### src/inc/ds_clk_pkg.sv
// constants for the deep-sleep clock select and clock verify clear block
// assumes a 12-bit byte address register port and a 10 MHz core clock
`default_nettype none
package ds_clk_pkg;
	localparam logic [11:0] DS_CFG_OFF = 12'h0144;
	localparam logic [11:0] VFY_CLR_OFF = 12'h0150;
	localparam logic [11:0] FAULT_STAT_OFF = 12'h0158;
	localparam logic [11:0] IRQ_STAT_OFF = 12'h0170;
	localparam logic [11:0] IRQ_MASK_OFF = 12'h0174;
	localparam logic [11:0] CLK_STAT_OFF = 12'h0178;
	localparam int OVR_BIT = 0;
	localparam int VFY_CLR_BIT = 0;
	localparam int IRQ_FAULT_BIT = 0;
	localparam int IRQ_ENTRY_BIT = 1;
	localparam int IRQ_EXIT_BIT = 2;
	localparam int IRQ_W = 3;
	localparam logic RST_OVR = 1'b0;
	localparam logic RST_VFY_CLR = 1'b0;
	localparam logic [2:0] RST_IRQ_MASK = 3'h0;
	localparam logic SRC_MAIN = 1'b0;
	localparam logic SRC_INT = 1'b1;
	localparam int CLK_PERIOD_NS = 100;
	localparam int SW_GAP_NS = 1000;
	localparam int SW_GAP_CYC_I = (SW_GAP_NS + CLK_PERIOD_NS - 1) / CLK_PERIOD_NS;
	localparam logic [7:0] SW_GAP_CYC = 8'(SW_GAP_CYC_I);
	typedef enum logic [1:0] {
		ST_STEADY = 2'b00,
		ST_GATE_OFF = 2'b01,
		ST_SWAP = 2'b10
	} sw_state_type;
endpackage : ds_clk_pkg
`default_nettype wire

### src/hdl/ds_clk_sel.sv
// deep-sleep clock source select with break-before-make switching,
// clock verification fault latch with software clear, and interrupt logic
// assumes all inputs except RESET_N_I synchronous to CORE_CLK_I; the clock mux itself sits
// outside and obeys SYS_SRC_O only while SYS_GATE_O is low
`default_nettype none
// Function
// - override set and deep sleep: internal osc selected and powered, main osc off; here main osc stays on while a fault is pending
// - override clear: main oscillator stays system source, also in deep sleep
// - deep-sleep exit restores source and frequency held at entry; here the divider follows RUN_DIV_I from exit on
// - override acts only in deep sleep; run selection untouched
// - pending verification fault substitutes the known good internal clock
// - verify clear bit clears all latched verification faults together
// - clear bit keeps last written value; hardware never clears it
// - bits 31:1 reserved; read as zero here, software preserves them
module ds_clk_sel #(
	parameter int NFAULT = 2,
	parameter int DIV_W = 4
) (
	input wire logic CORE_CLK_I, // core clock
	input wire logic RESET_N_I, // async reset, active low
	input wire logic [11:0] REG_ADDR_I, // register byte address
	input wire logic [31:0] REG_WDATA_I, // write data
	input wire logic REG_WR_I, // write strobe
	input wire logic REG_RD_I, // read strobe
	output logic [31:0] REG_RDATA_O, // read data, cycle after strobe
	input wire logic DEEP_SLEEP_I, // high while deep sleep is in effect
	input wire logic RUN_SRC_I, // run-mode source, 1 internal
	input wire logic [DIV_W-1:0] RUN_DIV_I, // run-mode divider
	input wire logic [NFAULT-1:0] FAULT_EVT_I, // verification fault pulses
	output logic SYS_SRC_O, // system clock source, 1 internal
	output logic [DIV_W-1:0] SYS_DIV_O, // system clock divider
	output logic SYS_GATE_O, // system clock gate enable
	output logic DEEP_SLEEP_INTERNAL_OSC_OVERRIDE_PWR_O, // internal oscillator power
	output logic MOSC_PWR_O, // main oscillator power
	output logic FAULT_SUBST_O, // known good clock substituted
	output logic IRQ_O // level interrupt
);
	function automatic logic hit(input logic [11:0] a, input logic [11:0] off);
		hit = (a == off);
	endfunction : hit

	// register file
	logic ovr_ff, nxt_ovr;
	logic vclr_ff, nxt_vclr;
	logic [ds_clk_pkg::IRQ_W-1:0] istat_ff, nxt_istat;
	logic [ds_clk_pkg::IRQ_W-1:0] imask_ff, nxt_imask;
	logic [31:0] rdata_ff, nxt_rdata;
	// fault latch and clock control
	logic [NFAULT-1:0] fault_ff, nxt_fault;
	logic ds_ff, nxt_ds;
	logic sav_src_ff, nxt_sav_src;
	logic [DIV_W-1:0] sav_div_ff, nxt_sav_div;
	ds_clk_pkg::sw_state_type st_ff, nxt_st;
	logic [7:0] cnt_ff, nxt_cnt;
	logic sel_ff, nxt_sel;
	logic tgt_ff, nxt_tgt;
	logic gate_ff, nxt_gate;
	logic mosc_ff, nxt_mosc;
	logic fault_any;
	logic target;
	logic [ds_clk_pkg::IRQ_W-1:0] ievt;

	assign fault_any = |fault_ff;

	always_comb begin
		if (fault_any) begin
			target = ds_clk_pkg::SRC_INT;
		end else if (ds_ff && ovr_ff) begin
			target = ds_clk_pkg::SRC_INT;
		end else if (ds_ff) begin
			target = ds_clk_pkg::SRC_MAIN;
		end else begin
			target = sav_src_ff;
		end
	end

	always_comb begin
		ievt = '0;
		ievt[ds_clk_pkg::IRQ_FAULT_BIT] = |FAULT_EVT_I;
		ievt[ds_clk_pkg::IRQ_ENTRY_BIT] = DEEP_SLEEP_I && !ds_ff;
		ievt[ds_clk_pkg::IRQ_EXIT_BIT] = !DEEP_SLEEP_I && ds_ff;
	end

	always_comb begin
		nxt_ovr = ovr_ff;
		nxt_vclr = vclr_ff;
		nxt_imask = imask_ff;
		nxt_istat = istat_ff;
		nxt_rdata = '0;
		if (REG_WR_I) begin
			if (hit(REG_ADDR_I, ds_clk_pkg::DS_CFG_OFF)) begin
				nxt_ovr = REG_WDATA_I[ds_clk_pkg::OVR_BIT];
			end
			if (hit(REG_ADDR_I, ds_clk_pkg::VFY_CLR_OFF)) begin
				nxt_vclr = REG_WDATA_I[ds_clk_pkg::VFY_CLR_BIT];
			end
			if (hit(REG_ADDR_I, ds_clk_pkg::IRQ_MASK_OFF)) begin
				nxt_imask = REG_WDATA_I[ds_clk_pkg::IRQ_W-1:0];
			end
			if (hit(REG_ADDR_I, ds_clk_pkg::IRQ_STAT_OFF)) begin
				nxt_istat = istat_ff & ~REG_WDATA_I[ds_clk_pkg::IRQ_W-1:0];
			end
		end
		// new events win over a same-cycle clear
		nxt_istat = nxt_istat | ievt;
		if (REG_RD_I) begin
			// reserved bits read as zero
			unique case (REG_ADDR_I)
				ds_clk_pkg::DS_CFG_OFF: nxt_rdata[ds_clk_pkg::OVR_BIT] = ovr_ff;
				ds_clk_pkg::VFY_CLR_OFF: nxt_rdata[ds_clk_pkg::VFY_CLR_BIT] = vclr_ff;
				ds_clk_pkg::FAULT_STAT_OFF: nxt_rdata[NFAULT-1:0] = fault_ff;
				ds_clk_pkg::IRQ_STAT_OFF: nxt_rdata[ds_clk_pkg::IRQ_W-1:0] = istat_ff;
				ds_clk_pkg::IRQ_MASK_OFF: nxt_rdata[ds_clk_pkg::IRQ_W-1:0] = imask_ff;
				ds_clk_pkg::CLK_STAT_OFF: nxt_rdata[3:0] = {mosc_ff, gate_ff, ds_ff, sel_ff};
				default: nxt_rdata = '0;
			endcase
		end
	end

	always_ff @(posedge CORE_CLK_I or negedge RESET_N_I) begin
		if (!RESET_N_I) begin
			ovr_ff <= ds_clk_pkg::RST_OVR;
			vclr_ff <= ds_clk_pkg::RST_VFY_CLR;
			imask_ff <= ds_clk_pkg::RST_IRQ_MASK;
			istat_ff <= '0;
			rdata_ff <= '0;
		end else begin
			ovr_ff <= nxt_ovr;
			vclr_ff <= nxt_vclr;
			imask_ff <= nxt_imask;
			istat_ff <= nxt_istat;
			rdata_ff <= nxt_rdata;
		end
	end

	always_comb begin
		// events arriving while clear is held show in fault_ff for one cycle only
		nxt_fault = (vclr_ff ? '0 : fault_ff) | FAULT_EVT_I;
		nxt_ds = DEEP_SLEEP_I;
		nxt_sav_src = sav_src_ff;
		nxt_sav_div = sav_div_ff;
		if (!DEEP_SLEEP_I && !ds_ff) begin
			// track run setting; frozen from deep-sleep entry until exit
			nxt_sav_src = RUN_SRC_I;
			nxt_sav_div = RUN_DIV_I;
		end
	end

	always_ff @(posedge CORE_CLK_I or negedge RESET_N_I) begin
		if (!RESET_N_I) begin
			fault_ff <= '0;
			ds_ff <= 1'b0;
			sav_src_ff <= ds_clk_pkg::SRC_MAIN;
			sav_div_ff <= '0;
		end else begin
			fault_ff <= nxt_fault;
			ds_ff <= nxt_ds;
			sav_src_ff <= nxt_sav_src;
			sav_div_ff <= nxt_sav_div;
		end
	end

	// break-before-make switch sequencer
	always_comb begin
		nxt_st = st_ff;
		nxt_cnt = cnt_ff;
		nxt_sel = sel_ff;
		nxt_tgt = tgt_ff;
		nxt_gate = gate_ff;
		unique case (st_ff)
			ds_clk_pkg::ST_STEADY: begin
				if (target != sel_ff) begin
					nxt_tgt = target;
					nxt_gate = 1'b0;
					nxt_cnt = ds_clk_pkg::SW_GAP_CYC;
					nxt_st = ds_clk_pkg::ST_GATE_OFF;
				end
			end
			ds_clk_pkg::ST_GATE_OFF: begin
				if (cnt_ff != 8'h00) begin
					nxt_cnt = cnt_ff - 8'h01;
				end else begin
					nxt_sel = tgt_ff;
					nxt_cnt = ds_clk_pkg::SW_GAP_CYC;
					nxt_st = ds_clk_pkg::ST_SWAP;
				end
			end
			ds_clk_pkg::ST_SWAP: begin
				if (cnt_ff != 8'h00) begin
					nxt_cnt = cnt_ff - 8'h01;
				end else begin
					nxt_gate = 1'b1;
					nxt_st = ds_clk_pkg::ST_STEADY;
				end
			end
			default: begin
				nxt_gate = 1'b0;
				nxt_st = ds_clk_pkg::ST_STEADY;
			end
		endcase
		// main osc off only once running from internal in deep sleep
		nxt_mosc = !(ds_ff && ovr_ff && !fault_any && nxt_sel == ds_clk_pkg::SRC_INT
			&& target == ds_clk_pkg::SRC_INT);
	end

	always_ff @(posedge CORE_CLK_I or negedge RESET_N_I) begin
		if (!RESET_N_I) begin
			st_ff <= ds_clk_pkg::ST_STEADY;
			cnt_ff <= '0;
			sel_ff <= ds_clk_pkg::SRC_MAIN;
			tgt_ff <= ds_clk_pkg::SRC_MAIN;
			gate_ff <= 1'b1;
			mosc_ff <= 1'b1;
		end else begin
			st_ff <= nxt_st;
			cnt_ff <= nxt_cnt;
			sel_ff <= nxt_sel;
			tgt_ff <= nxt_tgt;
			gate_ff <= nxt_gate;
			mosc_ff <= nxt_mosc;
		end
	end

	assign REG_RDATA_O = rdata_ff;
	assign SYS_SRC_O = sel_ff;
	assign SYS_DIV_O = ds_ff ? sav_div_ff : RUN_DIV_I;
	assign SYS_GATE_O = gate_ff;
	assign MOSC_PWR_O = mosc_ff;
	assign DEEP_SLEEP_INTERNAL_OSC_OVERRIDE_PWR_O = (sel_ff == ds_clk_pkg::SRC_INT) || (target == ds_clk_pkg::SRC_INT);
	assign FAULT_SUBST_O = fault_any;
	assign IRQ_O = |(istat_ff & imask_ff);

	// checks
	logic steady_ok;
	assign steady_ok = (st_ff == ds_clk_pkg::ST_STEADY) && gate_ff;

	// edges from gate fall to swap, and from swap to gate reopen
	localparam int GAP_EDGES = int'(ds_clk_pkg::SW_GAP_CYC) + 1;
endmodule : ds_clk_sel
`default_nettype wire

### config.mk
export PLATFORM = sky130hd
export DESIGN_NAME = ds_clk_sel
export DESIGN_NICKNAME = d
export VERILOG_FILES = /design/src/inc/ds_clk_pkg.sv /design/src/hdl/ds_clk_sel.sv
export SDC_FILE = /design/constraint.sdc
export NUM_CORES = 1
export LEC_CHECK = 0
export ABC_CLOCK_PERIOD_IN_PS = 2700
export BUFFER_PORTS_ARGS = -buffer_cell sky130_fd_sc_hd__buf_2
export CAP_MARGIN = 20
export CORE_MARGIN = 2
export CORE_UTILIZATION = 40
export CTS_CLUSTER_SIZE = 20
export DETAILED_ROUTE_END_ITERATION = 10
export GPL_TIMING_DRIVEN = 0
export PLACE_DENSITY_LB_ADDON = 0.05
export SYNTH_ARGS = -nofsm -noshare
export SYNTH_HDL_FRONTEND = slang
export SYNTH_SLANG_ARGS = --single-unit
### constraint.sdc
create_clock -name CORE_CLK_I -period 2.7 [get_ports CORE_CLK_I]
set_clock_uncertainty 0.1 [all_clocks]
set_input_delay 0.54 -clock CORE_CLK_I [delete_from_list [all_inputs] [get_ports CORE_CLK_I]]
set_output_delay 0.54 -clock CORE_CLK_I [all_outputs]
set_load 0.005 [all_outputs]
[Yosys cells after proc, flatten, opt, wreduce, memory -nomap -nowiden]
Index checks and enable logic that the tools add are counted.
Storage, ports and cells
  ROM bits: 0
  memories: 0
  output and inout port bits: 42
  bits in writable memories: 0
  bits in registers: 62
  word-level logic and storage cells: 85
  latch bits: 0
  bits of input ports: 56
Cells by class
  multiplexer cells: 25
  shifts and indexed selects: 0
  order comparisons: 0
  div/mod/pow operators: 0
  bitwise operators: 6
  equal/unequal tests: 13
  reductions and logical operators: 25
  add/subtract/negate cells: 1
  multiply operators: 0
Operators by type and width (count)
  == test 12 x 9 -> 1 bit, second input constant: 6
  two-way mux 8 bit: 3
  one-hot mux 8 bit (3 select lines): 1
  AND reduction 3 bit: 3
  two-way mux 1 bit: 8
  two-way mux 2 bit: 4
  two-way mux 4 bit: 2
  != test 2 bit, second input constant: 4
  AND reduction 2 bit: 4
  nonzero test 8 bit: 1
  subtractor 8 x 1 -> 8 bit, second input constant: 1
  logical AND 1 bit: 7
  bitwise AND 3 bit: 2
  two-way mux 3 bit: 2
  one-hot mux 1 bit (3 select lines): 2
  one-hot mux 1 bit (6 select lines): 1
  one-hot mux 2 bit (3 select lines): 1
  logical NOT 1 bit: 4
  one-hot mux 1 bit (4 select lines): 1
  OR reduction 2 bit: 2
  inverter 3 bit: 1
  bitwise OR 3 bit: 1
  nonzero test 3 bit: 1
  OR reduction 3 bit: 1
  7 further kinds: 7

[Logic depth before layout (Yosys ltp)]
  depth after elaboration: 6
  gate-level depth with buffers: 10
  gate-level depth less buffers: 8

[Worst setup path before layout]
OpenSTA, ideal clock, no wires.
  path kind: register to register
  start point: register ds_ff
  end point: register cnt_ff[7]
  arrival: 2.093 ns
  slack: 0.429 ns
  buffers on the path: 2
  cell stages (with the launch flop): 11
  library setup time: 0.077 ns
  path through: dfrtp_1 clkbuf_1 nand2_1 nand2_1 a21oi_1 ha_1 nor2b_2 or2_0 clkbuf_2 or4_1 a21oi_1
On the way
  cells in the longest elaborated chain, start to end: 6
  elaborated cells on any way between the ends: 7
  classes of those cells: 2 x eq/ne; 3 x mux; 2 x reduce/logical
RTL lines
  start: declaration: RTL line ds_clk_sel.sv:50  | logic ds_ff, nxt_ds;
  start signal: assignment: RTL line ds_clk_sel.sv:157  | ds_ff <= nxt_ds;
  two-way mux 1 bit / logical AND 1 bit (equally long branches): RTL line ds_clk_sel.sv:70, ds_clk_sel.sv:68
  two-way mux 1 bit *: RTL line ds_clk_sel.sv:68  | end else if (ds_ff && ovr_ff) begin
  two-way mux 1 bit *: RTL line ds_clk_sel.sv:66  | if (fault_any) begin
  != test 1 bit *: RTL line ds_clk_sel.sv:172  | if (target != sel_ff) begin
  != test 2 bit (no line) *
  AND reduction 3 bit (no line) *
  end signal: assignment: RTL line ds_clk_sel.sv:216  | cnt_ff <= nxt_cnt;
  end: declaration: RTL line ds_clk_sel.sv:54  | logic [7:0] cnt_ff, nxt_cnt;
Mark *: on every way between the ends. The rest lies on a longest branch, timed or not.
A chain may end at the register's enable or synchronous reset.

[Worst setup path in the final report]
  start point: register fault_ff[0]
  end point: register cnt_ff[4]
On the way
  cells in the longest elaborated chain, start to end: 5
RTL lines
  start: declaration: RTL line ds_clk_sel.sv:49  | logic [NFAULT-1:0] fault_ff, nxt_fault;
  start signal: assignment: RTL line ds_clk_sel.sv:156  | fault_ff <= nxt_fault;
  OR reduction 2 bit: RTL line ds_clk_sel.sv:63  | assign fault_any = |fault_ff;
  two-way mux 1 bit: RTL line ds_clk_sel.sv:66
  != test 1 bit: RTL line ds_clk_sel.sv:172
  != test 2 bit (no line)
  AND reduction 3 bit (no line)
No other way between the ends.

==> flow_metrics.tcl <==
set metrics [dict create \
    ios 98 \
    max_freq_mhz 405 \
    synth_ff_type "dfrtp_1" \
    ys.warnings.count 0 \
    fin_crit_sh 0.915 \
    power.share.combinational 0.406 \
    area_delta_synth_final_pct 24.8 \
    grt_pass1_wl_um 7400 \
    clock-root-buffer "clkbuf_8" \
    syn_area_um2 2090 \
    critPathRequiredTime_ps 2810 \
    gp_congestion 0.788 \
    min_period_ps 2470 \
    crit_end "cnt_ff[4]" \
    worst-path-max-fanout 7 \
    clkLatencyLatePin_ps 290 \
    slew_viol_final 0 \
    synth_top_family_by_area "simple AND/OR/NAND/NOR gates" \
    setup_tns_ps 0 \
    maxCapViolations 0 \
    synth_common_cells "dfrtp_1 (32), buf_4 (28), mux2_2 (17)" \
    hold_class "in2async" \
    setup_viol 0 \
    reg2reg_to "cnt_ff[4]" \
    critPathArrivalTime_ps 2590 \
    rsz0062_at_grt "no" \
    ant_nets 0 \
    status "finished clean" \
    start_util 0.412 \
    grt_max_degree 35 \
    synth-simple-area-share 0.178 \
    cp-start-kind "register" \
    p_clk_frac 0.273 \
    whs_ps 221 \
    synth_cell_types 51 \
    critical_path_class "reg2reg" \
    cts_made_buffers 5 \
    path_cells "nor2_1 -> nand2_1 -> a21oi_1 -> ha_1 -> nor2b_2 -> or2_0 -> clkbuf_2 -> or4b_1 -> a21oi_1" \
    cts_num_sinks 34 \
    synthAdderAreaFrac 0.0359 \
    p_int_mw 1.38 \
    dr_total_vias 1659 \
    drive_gt1_frac 0.373 \
    clk_path_buf_depth 2 \
    core_um2 5070 \
    crit_family "simple AND/OR/NAND/NOR gates" \
    antenna_found_initial 0 \
    crit_buf_inv 1 \
    cts_tree "built" \
    end_kind "register" \
    crit_path_max_incr_delay_ps 500 \
    slew_headroom 0.485 \
    wl_um 4400 \
    synth_area_leaders "dfrtp_1 (38%), buf_4 (10%), mux2_2 (9.2%)" \
    die_h_um 76.3 \
    rows 26 \
    postCtsSetupBuffers 0 \
    synth_compound_area_frac 0.119 \
    grt_usage 0.159 \
    grt_overflow 0 \
    h-tree-depth 2 \
    drt_pass1_iterations 5 \
    synthXorXnorAreaFrac 0.00419 \
    crit_slowest_cell "or4b_1" \
    yosys-mux-area-fraction 0.113 \
    pwr-share-seq 0.322 \
    synth.top_cell.area_share 0.383 \
    cts_resized 0 \
    wire_per_inst_um 12.4 \
    preCtsSetupSlack_ps 134 \
    final-instance-count-excl-fill 354 \
    worst_slack_ps 229 \
    avgSynthCellArea_um2 9.86 \
    fin_nets 345 \
    grt_pass1_vias 1607 \
    ys_seq_area_frac 0.408 \
    power.density_nw_per_um2 832 \
    synth-edff-count 0 \
    dp.cells 347 \
    post_drt_via_cell_ratio 4.69 \
    power.total_mw 2.17 \
    syn_inst 212 \
    cellLeakagePower_nw 1.26 \
    finalHoldViolCount 0 \
    worst_pin_slew_ps 772 \
    hold_buffers 0 \
    p_sw_mw 0.785 \
    drt-initial-drc-count 99 \
    clk_pin_slew_worst_paths_ps 70 \
    timing.rr.start "fault_ff[0]" \
    ff2ff_setup_slack_ps 230 \
    ff2ff_path_depth 9 \
    cp_num_cells 9 \
    ir_drop_v 0.000527 \
    sw_frac_of_total 0.362 \
    dieWidth_um 76.3 \
    remaining_drc_errors 0 \
    cpMostUsedCell "a21oi_1" \
    synth_most_common_cell "dfrtp_1" \
    synthArstFlopShare 1.00 \
    die-area_um2 5820 \
    post-dp-hpwl_um 3330 \
    port_buffers 38 \
    yosysTopAreaCell "dfrtp_1" \
    startpoint "fault_ff[0]" \
    ys_seq_elements 34 \
    diodes 0 \
]
cell type report:
class / count / area [um^2]
Clock buffer: 6 / 82.6
Inverter: 14 / 52.6
Buffer: 32 / 235
Clock inverter: 2 / 60.1
Fill cell: 512 / 2470
Timing Repair Buffer: 38 / 190
Multi-Input combinational cell: 158 / 1050
Sequential cell: 34 / 853
Tap cell: 70 / 87.6
worst register-to-register path, delay by kind of cell, from the launching register on:
kind            cells  cell delay [ps]
simple gates        5             1130
flops               1              400
compound gates      2              370
fa+ha+maj           1              230
buf+inv             1              160
routing by layer:
layer	GRT usage	vias up	share of wire
met5	0	-	0
met4	0.0709	0	0.016
met3	0.0415	6	0.050
met2	0.249	47	0.43
met1	0.208	765	0.50
li1	-	841	-
power by group through the flow:
| stage | sequential (mW) | combinational, mW | clock, mW |
|---|---|---|---|
| floorplan | 0.684 | 0.678 | 0 |
| global placement | 0.708 | 0.872 | 0 |
| detailed placement | 0.706 | 0.884 | 0 |
| CTS | 0.697 | 0.886 | 0.603 |
| global route | 0.718 | 0.986 | 0.622 |
| finish | 0.698 | 0.881 | 0.592 |
cells by family (layout without fill, tap and decap cells):
| logic type | count (synthesis) | after routing |
|---|---|---|
| AO/OA/AOI/OAI | 36 | 36 |
| XOR/XNOR | 1 | 1 |
| adder cells (fa/ha/maj) | 6 | 6 |
| buffers and inverters | 47 | 92 |
| flip-flops | 34 | 34 |
| multiplexers | 21 | 21 |
| other | 1 | 28 |
| AND/OR/NAND/NOR | 66 | 66 |
flip-flops by register name, summed over array words and instances (netlist names):
register and flops:
SYS_SRC_O 1, REG_RDATA_O 4, cnt_ff 8, fault_ff 2, istat_ff 3, MOSC_PWR_O 1
imask_ff 3, ds_ff 1, st_ff 2, vclr_ff 1, SYS_GATE_O 1, sav_src_ff 1
sav_div_ff 4, ovr_ff 1, tgt_ff 1
through the flow:
stage                     cell area, um^2  utilization
after floorplan                      2190            -
after global placement               2470        0.486
after detailed placement             2470        0.486
after CTS                            2610        0.515
after global routing                 2610        0.514
final                                2610        0.514
how the worst min path moves through the flow:
| stage | slack (ps) | start | cells after the start | endpoint |
|---|---|---|---|---|
| 2_1_floorplan | 140 | RESET_N_I | 0 | REG_RDATA_O[0] |
| 3_3_place_gp | 390 | sav_div_ff[1] | 1 | sav_div_ff[1] |
| 3_5_place_dp | 390 | sav_div_ff[3] | 1 | sav_div_ff[3] |
| 4_1_cts | 250 | RESET_N_I | 1 | cnt_ff[0] |
| 5_1_grt | 280 | RESET_N_I | 1 | cnt_ff[7] |
| 6_report | 220 | RESET_N_I | 1 | cnt_ff[7] |
cells in the final DEF, fill, tap and decap left out, drive strengths merged, types with 2 or more instances in the layout:
| cell type | count |
|---|---|
| conb | 28 |
| o21ai | 4 |
| nor4 | 3 |
| or4 | 2 |
| buf | 68 |
| nor2b | 4 |
| ha | 6 |
| nand4 | 4 |
| bufinv | 2 |
| o22a | 2 |
| nand3 | 5 |
| nor2 | 14 |
| a211o | 2 |
| a21oi | 12 |
| dfstp | 2 |
| clkbuf | 8 |
| mux2i | 3 |
| or3 | 2 |
| or2 | 2 |
| inv | 14 |
| dfrtp | 32 |
| a32oi | 2 |
| a21o | 2 |
| nand2 | 13 |
| a31oi | 2 |
| mux2 | 18 |
| nor3 | 10 |
| o31ai | 2 |
Power figures use the tool's default switching activity.
